**src/include/rfd_pkg.sv**
```systemverilog
// Constants and carrier types of the reader carrier and demodulator core
package rfd_pkg;
    // Clock and internal 16 MHz tick
    localparam int CLK_MHZ    = 250;
    localparam int TICK_MHZ   = 16;
    localparam logic [7:0] TICK_STEP = 8'h10;
    localparam logic [7:0] TICK_MOD  = 8'hFA;
    // Times as printed
    localparam int SLEEP_MS   = 100;
    localparam int RETRY_MS   = 10;
    localparam int DIAG_WIN_US = 100;
    localparam int DIAG_DLY_MS = 2;
    localparam int HOLD_MS    = 1;
    localparam int SLEEP_CYC  = SLEEP_MS * CLK_MHZ * 1000;
    localparam int RETRY_CYC  = RETRY_MS * CLK_MHZ * 1000;
    localparam int DIAG_WIN_CYC = DIAG_WIN_US * CLK_MHZ;
    localparam int DIAG_DLY_CYC = DIAG_DLY_MS * CLK_MHZ * 1000;
    localparam int HOLD_CYC   = HOLD_MS * CLK_MHZ * 1000;
    // Carrier divider and bridge timing, in 16 MHz ticks
    localparam logic [6:0] DIV_DEF = 7'h77;
    localparam logic [6:0] DIV_MIN = 7'h72;
    localparam logic [6:0] DIV_MAX = 7'h7C;
    localparam logic [6:0] DEAD_TICKS = 7'h0C;
    localparam logic [6:0] PHASE_DIV  = 7'h14;
    // Demodulator
    localparam logic [7:0] PER_MIN = 8'h70;
    localparam logic [7:0] PER_MAX = 8'h7D;
    localparam logic [7:0] HYST_HI = 8'h05;
    localparam logic [7:0] HYST_LO = 8'h07;
    localparam logic [11:0] SR_START = 12'h00F;
    localparam logic [4:0] BIT_PERIODS = 5'h10;
    localparam logic [7:0] DIAG_OK   = 8'hAF;
    localparam logic [7:0] DIAG_FAIL = 8'hFF;
    // Register map and control bit
    localparam logic [4:0] REG_DIV  = 5'h00;
    localparam logic [4:0] REG_CTRL = 5'h04;
    localparam logic [4:0] REG_STAT = 5'h08;
    localparam logic [4:0] REG_AVG  = 5'h0C;
    localparam logic [4:0] REG_RX   = 5'h10;
    localparam int CTRL_SYNC_BIT = 0;

    typedef enum logic [1:0] {
        PH_IDLE   = 2'b00,
        PH_MEAS   = 2'b01,
        PH_SEARCH = 2'b10,
        PH_DATA   = 2'b11
    } rfd_phase_t;

    typedef struct packed {
        logic hsA_n;
        logic hsB_n;
        logic lsA;
        logic lsB;
    } rfd_gate_t;

    typedef struct packed {
        logic       valid;
        logic       diag;
        logic [7:0] data;
    } rfd_byte_t;
endpackage

```
**src/core/rfd_carrier_demod.sv**
```systemverilog
// Reader core: sleep, carrier bridge, short protection, diagnosis, FSK demodulator
//
// Our own choices: the address map and the address-and-strobe port.
`timescale 1ns/1ps
module rfd_carrier_demod import rfd_pkg::*; #(
    parameter int SLEEP_CYCLES = SLEEP_CYC,
    parameter int RETRY_CYCLES = RETRY_CYC,
    parameter int WIN_CYCLES   = DIAG_WIN_CYC,
    parameter int DLY_CYCLES   = DIAG_DLY_CYC,
    parameter int HOLD_CYCLES  = HOLD_CYC
) (
    // Clock and reset
    input  wire logic        mclk,
    input  wire logic        rst_n,
    // Pins from outside
    input  wire logic        hostCtl,
    input  wire logic        factorSel,
    input  wire logic        rxLimited,
    input  wire logic [1:0]  shortDet,
    // Phase controls from the sequencer
    input  wire logic        chargeOn,
    input  wire logic        writeMode,
    input  wire logic        writeOn,
    input  wire logic        readOn,
    // Register port
    input  wire logic [4:0]  regAddr,
    input  wire logic [15:0] regWdata,
    input  wire logic        regWr,
    input  wire logic        regRd,
    output logic      [15:0] regRdata,
    // Bridge and analog controls
    output rfd_gate_t        gate,
    output logic             diagLoad,
    output logic             oscRun,
    output logic      [3:0]  pllFactor,
    output logic             asleep,
    // Byte stream to host encoder
    output rfd_byte_t        byteOut
);
    localparam int SW = $clog2(SLEEP_CYCLES + 1);
    localparam int RW = $clog2(RETRY_CYCLES + 1);
    localparam int DW = $clog2(DLY_CYCLES + WIN_CYCLES + 1);
    localparam int HW = $clog2(HOLD_CYCLES + 1);

    if (SLEEP_CYCLES < 1 || RETRY_CYCLES < 1 || WIN_CYCLES < 1 || HOLD_CYCLES < 1
        || DLY_CYCLES < WIN_CYCLES) begin : g_bad
        $error("rfd_carrier_demod: timing parameters out of range");
    end

    typedef struct packed {
        logic [1:0]       hostS;
        logic [1:0]       selS;
        logic [2:0]       rxS;
        logic [1:0][1:0]  shS;
        logic [SW-1:0]    hiCnt;
        logic             asleep;
        logic [7:0]       acc;
        logic [6:0]       div;
        logic             syncMode;
        logic [6:0]       divCnt;
        logic             act;
        logic             wrPrev;
        logic             alPend;
        logic             alWait;
        logic [6:0]       alCnt;
        logic [1:0]       off;
        logic [1:0][RW-1:0] retry;
        logic             chPrev;
        logic [DW-1:0]    dTmr;
        logic [2:0]       dRun;
        logic             dPass;
        logic             shSeen;
        logic             dSent;
        logic [HW-1:0]    hold;
        logic [7:0]       perCnt;
        rfd_phase_t       ph;
        logic [2:0]       mRun;
        logic [10:0]      sum;
        logic [7:0]       avg;
        logic             rawPrev;
        logic             filt;
        logic [11:0]      sr;
        logic [4:0]       perIdx;
        logic [2:0]       bitCnt;
        logic [7:0]       byteSr;
        logic [7:0]       lastRx;
        rfd_gate_t        gate;
        logic             diagLoad;
        logic             oscRun;
        logic [3:0]       pllFactor;
        rfd_byte_t        byteOut;
        logic [15:0]      rdata;
    } rfd_state_t;

    rfd_state_t q, d;
    logic       tick;
    logic [8:0] accSum;
    logic       rxEdge;
    logic [7:0] per;
    logic       inRange;
    logic [7:0] thr;
    logic       raw;
    logic [6:0] half;
    logic       drive;

    always_comb begin
        d = q;
        tick = 1'b0;
        accSum = 9'h000;
        rxEdge = 1'b0;
        per = q.perCnt;
        inRange = 1'b0;
        thr = 8'h00;
        raw = 1'b0;
        half = q.div >> 1;
        drive = 1'b0;
        d.byteOut.valid = 1'b0;

        // Pin synchronisers
        d.hostS = {q.hostS[0], hostCtl};
        d.selS = {q.selS[0], factorSel};
        d.rxS = {q.rxS[1:0], rxLimited};
        for (int k = 0; k < 2; k++) begin
            d.shS[k] = {q.shS[k][0], shortDet[k]};
        end

        // Sleep entry and wake
        if (!q.hostS[1]) begin
            d.hiCnt = '0;
            d.asleep = 1'b0;
        end else if (q.hiCnt < SW'(SLEEP_CYCLES)) begin
            d.hiCnt = q.hiCnt + SW'(1);
        end else begin
            d.asleep = 1'b1;
        end
        d.oscRun = !d.asleep;
        d.pllFactor = q.selS[1] ? 4'h4 : 4'h8;

        // 16 MHz tick from a fractional accumulator, stopped while asleep
        accSum = {1'b0, q.acc} + {1'b0, TICK_STEP};
        if (q.asleep) begin
            d.acc = 8'h00;
        end else if (accSum >= {1'b0, TICK_MOD}) begin
            d.acc = 8'(accSum - {1'b0, TICK_MOD});
            tick = 1'b1;
        end else begin
            d.acc = accSum[7:0];
        end

        // Period counting on the limited input
        rxEdge = q.rxS[1] && !q.rxS[2];
        if (rxEdge) begin
            d.perCnt = tick ? 8'h01 : 8'h00;
        end else if (tick && q.perCnt != 8'hFF) begin
            d.perCnt = q.perCnt + 8'h01;
        end
        inRange = per >= PER_MIN && per <= PER_MAX;

        // Short protection per output
        for (int k = 0; k < 2; k++) begin
            if (q.off[k]) begin
                if (q.retry[k] == '0) begin
                    d.off[k] = 1'b0;
                end else begin
                    d.retry[k] = q.retry[k] - RW'(1);
                end
            end else if (q.act && q.shS[k][1]) begin
                d.off[k] = 1'b1;
                d.retry[k] = RW'(RETRY_CYCLES - 1);
            end
        end

        // Diagnosis during charge
        d.chPrev = chargeOn;
        if (chargeOn && !q.chPrev) begin
            d.dTmr = '0;
            d.dRun = 3'h0;
            d.dPass = 1'b0;
            d.shSeen = 1'b0;
            d.dSent = 1'b0;
        end else if (chargeOn && q.dTmr < DW'(DLY_CYCLES)) begin
            d.dTmr = q.dTmr + DW'(1);
        end
        if (chargeOn && q.off != 2'b00) begin
            d.shSeen = 1'b1;
        end
        // Stale run count from an earlier charge must not count in the first cycle
        if (chargeOn && q.chPrev && rxEdge && q.dTmr < DW'(WIN_CYCLES) && !q.dPass) begin
            if (inRange) begin
                d.dRun = q.dRun + 3'h1;
                if (q.dRun == 3'h7) begin
                    d.dPass = 1'b1;
                end
            end else begin
                d.dRun = 3'h0;
            end
        end
        if (chargeOn && !q.dSent && q.dTmr == DW'(DLY_CYCLES)) begin
            d.dSent = 1'b1;
            d.byteOut.valid = 1'b1;
            d.byteOut.diag = 1'b1;
            d.byteOut.data = (q.dPass && !q.shSeen) ? DIAG_OK : DIAG_FAIL;
            if (q.syncMode) begin
                d.hold = HW'(HOLD_CYCLES);
            end
        end else if (q.hold != '0) begin
            d.hold = q.hold - HW'(1);
        end
        d.diagLoad = chargeOn && !readOn;

        // Write-mode phase alignment after a bit pause
        d.wrPrev = writeOn;
        if (writeMode && writeOn && !q.wrPrev) begin
            d.alPend = 1'b1;
            d.alWait = 1'b0;
        end
        if (!writeOn) begin
            d.alPend = 1'b0;
        end
        if (q.alPend && !q.alWait && rxEdge) begin
            d.alWait = 1'b1;
            d.alCnt = q.div / PHASE_DIV;
        end
        if (q.alWait && tick) begin
            if (q.alCnt == 7'h00) begin
                d.alPend = 1'b0;
                d.alWait = 1'b0;
                d.divCnt = 7'h00;
            end else begin
                d.alCnt = q.alCnt - 7'h01;
            end
        end

        // Carrier divider and bridge gates
        // Next pending flag, so no single gate pulse escapes before alignment
        drive = chargeOn || (writeOn && !d.alPend) || q.hold != '0;
        d.act = drive;
        if (tick && !(q.alWait && q.alCnt == 7'h00)) begin
            d.divCnt = (q.divCnt >= q.div - 7'h01) ? 7'h00 : q.divCnt + 7'h01;
        end
        // Equal on-times of half minus dead time; odd factors add one tick to the dead time after B
        d.gate.hsA_n = !(q.act && !q.off[0] && q.divCnt < half - DEAD_TICKS);
        d.gate.hsB_n = !(q.act && !q.off[1] && q.divCnt >= half
                         && q.divCnt < half + half - DEAD_TICKS);
        d.gate.lsA = !q.act || !d.gate.hsB_n;
        d.gate.lsB = !q.act || !d.gate.hsA_n;

        // Demodulator
        thr = q.avg + (q.filt ? HYST_HI : HYST_LO);
        raw = per > thr;
        if (chargeOn || !(readOn || writeOn)) begin
            d.ph = PH_IDLE;
        end else begin
            unique case (q.ph)
                PH_IDLE: begin
                    d.ph = PH_MEAS;
                    d.mRun = 3'h0;
                    d.sum = 11'h000;
                end
                PH_MEAS: begin
                    if (rxEdge) begin
                        if (inRange) begin
                            d.sum = q.sum + {3'h0, per};
                            d.mRun = q.mRun + 3'h1;
                            if (q.mRun == 3'h7) begin
                                d.avg = d.sum[10:3];
                                d.ph = PH_SEARCH;
                                d.sr = 12'h000;
                                d.filt = 1'b0;
                                d.rawPrev = 1'b0;
                            end
                        end else begin
                            d.mRun = 3'h0;
                            d.sum = 11'h000;
                        end
                    end
                end
                PH_SEARCH, PH_DATA: begin
                    if (rxEdge) begin
                        d.rawPrev = raw;
                        if (raw == q.rawPrev) begin
                            d.filt = raw;
                        end
                        d.sr = {q.sr[10:0], d.filt};
                        if (q.ph == PH_SEARCH && d.sr == SR_START) begin
                            d.ph = PH_DATA;
                            d.perIdx = 5'h00;
                            d.bitCnt = 3'h0;
                        end else if (q.ph == PH_DATA) begin
                            d.perIdx = q.perIdx + 5'h01;
                            if (q.perIdx == BIT_PERIODS - 5'h01) begin
                                d.perIdx = 5'h00;
                                d.byteSr = {d.filt, q.byteSr[7:1]};
                                d.bitCnt = q.bitCnt + 3'h1;
                                if (q.bitCnt == 3'h7 && !d.byteOut.valid) begin
                                    d.byteOut.valid = 1'b1;
                                    d.byteOut.diag = 1'b0;
                                    d.byteOut.data = d.byteSr;
                                    d.lastRx = d.byteSr;
                                end
                            end
                        end
                    end
                end
            endcase
        end

        // Register port; a bad divider value is ignored
        if (regWr) begin
            if (regAddr == REG_DIV && regWdata[6:0] >= DIV_MIN && regWdata[6:0] <= DIV_MAX
                && regWdata[15:7] == 9'h000) begin
                d.div = regWdata[6:0];
            end
            if (regAddr == REG_CTRL) begin
                d.syncMode = regWdata[CTRL_SYNC_BIT];
            end
        end
        d.rdata = 16'h0000;
        if (regRd) begin
            unique case (regAddr)
                REG_DIV:  d.rdata = {9'h000, q.div};
                REG_CTRL: d.rdata = {15'h0000, q.syncMode};
                REG_STAT: d.rdata = {8'h00, q.asleep, q.dPass, q.shSeen, q.off, q.act, q.ph};
                REG_AVG:  d.rdata = {8'h00, q.avg};
                REG_RX:   d.rdata = {8'h00, q.lastRx};
                default:  d.rdata = 16'h0000;
            endcase
        end
    end

    always_ff @(posedge mclk) begin
        if (!rst_n) begin
            q <= '0;
            q.div <= DIV_DEF;
            q.ph <= PH_IDLE;
            q.gate <= '{hsA_n: 1'b1, hsB_n: 1'b1, lsA: 1'b1, lsB: 1'b1};
            q.oscRun <= 1'b1;
            q.pllFactor <= 4'h8;
        end else begin
            q <= d;
        end
    end

    assign regRdata  = q.rdata;
    assign gate      = q.gate;
    assign diagLoad  = q.diagLoad;
    assign oscRun    = q.oscRun;
    assign pllFactor = q.pllFactor;
    assign asleep    = q.asleep;
    assign byteOut   = q.byteOut;
endmodule // rfd_carrier_demod

```
**config.mk**
```make
export PLATFORM = sky130hd
export DESIGN_NAME = rfd_carrier_demod
export DESIGN_NICKNAME = d
export VERILOG_FILES = /design/src/include/rfd_pkg.sv /design/src/core/rfd_carrier_demod.sv
export SDC_FILE = /design/constraint.sdc
export NUM_CORES = 1
export LEC_CHECK = 0
export ABC_AREA = 1
export BUFFER_PORTS_ARGS = -buffer_cell sky130_fd_sc_hd__buf_2
export CAP_MARGIN = 20
export CORE_MARGIN = 5
export CORE_UTILIZATION = 62
export DETAILED_ROUTE_END_ITERATION = 12
export PLACE_DENSITY = 0.84
export SLEW_MARGIN = 20
export SYNTH_ARGS = -nofsm -noshare
export SYNTH_HDL_FRONTEND = slang
export SYNTH_SLANG_ARGS = --single-unit
```
**constraint.sdc**
```tcl
create_clock -name mclk -period 3.79 [get_ports mclk]
set_input_delay 0.1895 -clock mclk [delete_from_list [all_inputs] [get_ports mclk]]
set_output_delay 0.1895 -clock mclk [all_outputs]
set_load 0.03 [all_outputs]
```
# == Word-level counts from Yosys, hierarchy flattened ==
# Index checks and enable logic that the tools add are counted.
# totals
register_bits,267
input_bits,34
out_inout_bits,37
elab_cells,281
# classes
add_sub_neg,20
div,1
magnitude_cmp,13
n_eq_ne,23
n_mux,73
bitwise,3
reduce_logical,99
# ops
cell,n
22-bit 2-to-1 mux,8
10-bit 2-to-1 mux,8
38-bit 2-to-1 mux,2
14-bit one-hot mux with 2 select lines,2
18-bit 2-to-1 mux,3
24-bit 2-to-1 mux,2
8-bit 2-to-1 mux,6
22-bit zero test,2
22-bit by 1-bit subtractor with 22-bit output (second input constant),2
7-bit 2-to-1 mux,6
8-bit one-hot mux with 5 select lines,1
1-bit logical AND,34
2-bit nonzero test,14
25-bit by 1-bit adder with 25-bit output (second input constant),1
25-bit less-than comparator (second input constant),1
20-bit by 1-bit adder with 20-bit output (second input constant),1
20-bit by 19-bit equality test with 1-bit output (second input constant),1
20-bit by 15-bit less-than comparator with 1-bit output (second input constant),1
20-bit by 19-bit less-than comparator with 1-bit output (second input constant),1
1-bit 2-to-1 mux,20
1-bit zero test,18
18-bit nonzero test,1
18-bit by 1-bit subtractor with 18-bit output (second input constant),1
16-bit 2-to-1 mux,1
other kinds (52),95

# == Depth between registers and ports, before layout ==
# depth
depth_word,15
mapped_depth,19
mapped_depth_nobuf,19

# == Least setup slack after synthesis ==
# Ideal clock, no wire load.
# synth_path
kind,reg2reg
start,register q[60] (netlist bit)
end,register q[57] (netlist bit)
setup_time_ns,0.113
arrival_ns,2.513
t_required_ns,3.677
setup_slack_ns,1.164
path_stages_with_launch,18
path_buffers,0
synth_period_minus_slack_ns,2.626
path_cell_list,dfxtp_1 > inv_1 > ha_1 > a211o_1 > nand3_1 > nor2_1 > nand2_1 > xor2_1 > ha_1 > a21o_1 > nor2_1 > nand2_1 > nand3_1 > nand2_1 > nand3_1 > nand2_1 > nor2_1 > nor2_1
# synth_via
elab_chain_len,4
elab_cells_between_ends,5
cone_classes,1 x eq/ne; 1 x mux; 3 x reduce/logical
# synth_rtl
element,line_no,rtl
start: declaration,rfd_carrier_demod.sv:95,"rfd_state_t q, d;"
12-bit by 4-bit equality test with 1-bit output (*),rfd_carrier_demod.sv:285,if (q.ph == PH_SEARCH && d.sr == SR_START) begin
1-bit logical AND (*),rfd_carrier_demod.sv:285,
2-bit nonzero test (no source line),n/a,
4-bit AND reduction (no source line),n/a,
# Every way passes the cells marked *; elsewhere a longest branch is shown, timed or not.
# A chain may end at the register's enable or synchronous reset.

# == Final worst setup path ==
# Ends and elaborated chain as after synthesis.

==> flow_summary.yaml <==
worst_setup_path:
  worstReg2RegStart: "q[60]$_SDFFE_PN0P_"
  cp_data_required_time_ns: 4.21
  cp-end-kind: "register"
  worstPathMaxFanout: 7
  criticalPathCategory: "register to register"
  rr_endpoint: "q[57]$_SDFFE_PN0P_"
  rr_worst_depth: 19
  start_kind: "register"
  cp.arrival_ns: 3.61
  r2r_slack_ns: 0.61
synthesis:
  ys.flop_type: "dfxtp_1"
  synth_area_mm2: 0.01440
  muxShareOfSynthArea_pct: 0
  avgSynthCellArea_um2: 6.991
  yosys.cell_types.count: 59
  synth_top_family_by_area: "simple AND/OR/NAND/NOR gates"
  ys.warnings.count: 0
  synth_seq_cells: 254
  synthAdderAreaFrac_pct: 6.449
  synth_xor_area_share_pct: 6.197
  ys_async_sr_fraction_pct: 0
  yosysTopAreaCell: "dfxtp_1"
  synth.area.top_cells: "dfxtp_1 35%, nand2_1 12%, nor2_1 6.9%, a21oi_1 6.8%, ha_1 6.2%"
  ys_seq_area_share_pct: 35.32
  synth_edf_count: 0
  synth_top_area_share_pct: 35.32
  synth_compound_area_share_pct: 13.55
  synth-simple-area-share_pct: 29.53
  synthCells: 2059
clocking:
  h-tree-depth: 1
  root_buffer: "clkbuf_16"
  postCtsSetupBuffers: 0
  clock-sinks: 254
  cts_resized: 0
  ctsHoldBuffers: 16
  cts_buffers: 27
  cts_tree: "built"
  clock_latency_ns: 0.54
  clk_pin_slew_worst_paths_ns: 0.06
  clockBufferDepth: 3
grt:
  grt_max_degree: 59
  grt_overflow: 0
  first_global_vias: 12920
  gr-usage-all-layers_pct: 26.57
  grt_pass1_wl_um: 60130
  antenna_found_initial: 0
routing:
  wl_per_cell_um: 14.54
  firstDrtPassIters: 7
  drt_wl_total_um: 35310
  drc_errors: 0
  drt_iter0_drc: 1223
  vias: 13690
  via_per_inst: 5.639
  ant_nets: 0
timing:
  grt_setup_unrepaired: "no"
  fin_skew_ns: 0.02179
  worstMarginPinSlew_ns: 0.9285
  fmax_mhz: 314.0
  fin_hold_ws_ns: 0.03005
  maxSlewViolCount: 0
  slew_headroom_pct: 37.82
  setup_viol: 0
  fin_crit_sh_pct: 84.03
  period_needed_ns: 3.185
  tns_ns: 0
  hold_viol: 0
floorplan:
  die_y_um: 162.4
  dieArea_mm2: 0.02637
  dieWidth_um: 162.4
  start_util_pct: 63.20
  rows: 55
  io_pins: 71
  core_region_area_mm2: 0.02278
job:
  maxCapViolations: 0
power_and_ir_drop:
  power_density_mw_per_mm2: 391.7
  ir_worst_vdd_uv: 360.7
  p_leak_nw: 7.005
  power_mw: 6.191
placement:
  dpl.hpwl_um: 24780
  routabilityCongestion: 0.9630
  place_inst: 2364
  placed_area_mm2: 0.01468
  io_buffer_count: 60
cells_and_area:
  layout.nets: 2203
  syn2layout_area_growth_pct: 9.804
  num-fill-cells: 1797
  fin_area_mm2: 0.01581
  drive_above_1_share_pct: 8.274
  final_common_cell: "nand2_1"
  multi_input_area_mm2: 0.008059
  n_antenna_cell: 0
  seqCellArea_mm2: 0.005085
  fin_cells: 2428
  mostFrequentLayoutCells: "469 x nand2_1, 265 x nor2_1, 254 x dfxtp_1"
worst_hold_path:
  holdPathStages: 4
  min_from: "regAddr[0]"
  hold_class: "input pin to register"
  min_to: "q[215]$_SDFFE_PN0P_"
run_status:
  outcome: "finished clean"
-- state kept, by name, indices dropped and copies added (netlist names) --
name       flops
q            207
byteOut       10
per            8
regRdata       8
d              6
half           6
gate           4
pllFactor      2
asleep         1
diagLoad       1
oscRun         1
-- how the worst max path moves through the flow --
stage               depth (start not counted)                  to          startpoint  slack, ns
finish                                     19  q[57]$_SDFFE_PN0P_  q[60]$_SDFFE_PN0P_       0.61
detailed placement                         19  q[57]$_SDFFE_PN0P_  q[60]$_SDFFE_PN0P_       0.76
global placement                           18  q[57]$_SDFFE_PN0P_  q[60]$_SDFFE_PN0P_       0.89
floorplan                                  17  q[57]$_SDFFE_PN0P_  q[60]$_SDFFE_PN0P_       1.16
global route                               19  q[57]$_SDFFE_PN0P_  q[60]$_SDFFE_PN0P_       0.37
CTS                                        19  q[57]$_SDFFE_PN0P_  q[60]$_SDFFE_PN0P_       0.67
-- per-layer routing --
metal  vias to the layer above  routed length, um  GRT usage [%]
met1                      6323              15060          33.81
li1                       6788                  -              -
met5                         -                  0              0
met3                       102               2132          3.113
met2                       478              16770          46.21
met4                         0               1348          10.27
-- power by group --
group | total [mW] | leakage, nW | switching, mW | internal, mW
registers | 2.75 | 2.05 | 0.0377 | 2.71
logic | 0.591 | 4.48 | 0.382 | 0.209
clock network | 2.85 | 0.472 | 1.11 | 1.74
total | 6.19 | 7.01 | 1.53 | 4.66
-- Yosys cell counts (26+ instances only) --
library cell / instances
a21oi_1: 196
dfxtp_1: 254
o21ai_0: 93
nand4_1: 32
nor3_1: 34
nand3_1: 114
ha_1: 71
xor2_1: 76
nor2_1: 265
clkbuf_1: 26
nand2_1: 469
inv_1: 196
buf_4: 38
-- through the flow --
| step | util (%) | setup slack (ns) |
|---|---|---|
| final | 69.39 | 0.6052 |
| after CTS | 69.39 | 0.6738 |
| after global placement | 64.45 | 0.8907 |
| after floorplan | - | 1.164 |
| after global routing | 69.39 | 0.3681 |
| after detailed placement | 64.45 | 0.7616 |
-- cell type report --
| class | count | area share [%] |
|---|---|---|
| multi-input cells | 1519 | 50.99 |
| flip-flops and latches | 254 | 32.17 |
| inverters | 211 | 5.019 |
| clock buffers | 32 | 4.710 |
| repair buffers | 83 | 3.245 |
| well taps | 313 | 2.478 |
| clock inverters | 16 | 1.393 |
-- cell families (layout without fill, tap and decap cells) --
logic type / count (synthesis) / after routing
simple gates: 979 / 979
compound gates: 356 / 356
buf+inv: 295 / 342
flops: 254 / 254
xor+xnor: 101 / 101
fa+ha+maj: 73 / 73
other cells: 1 / 10
-- critical path, cell delays in order (launching register included) --
cell     delay (ns)
dfxtp_1        0.48
inv_1          0.08
ha_1           0.29
a211o_1        0.33
nand3_1        0.12
nor2_1         0.06
nand2_1        0.08
xor2_1         0.07
ha_1           0.29
nand2_1        0.08
nor2_1         0.15
nand2_1        0.10
nand2_1        0.11
nand3_1        0.08
nand2_1        0.13
nand3_1        0.24
nand2_1        0.21
nand2_1        0.07
nand2_1        0.05
nor2_1         0.04
No activity file was read; power rests on OpenSTA's default activity.
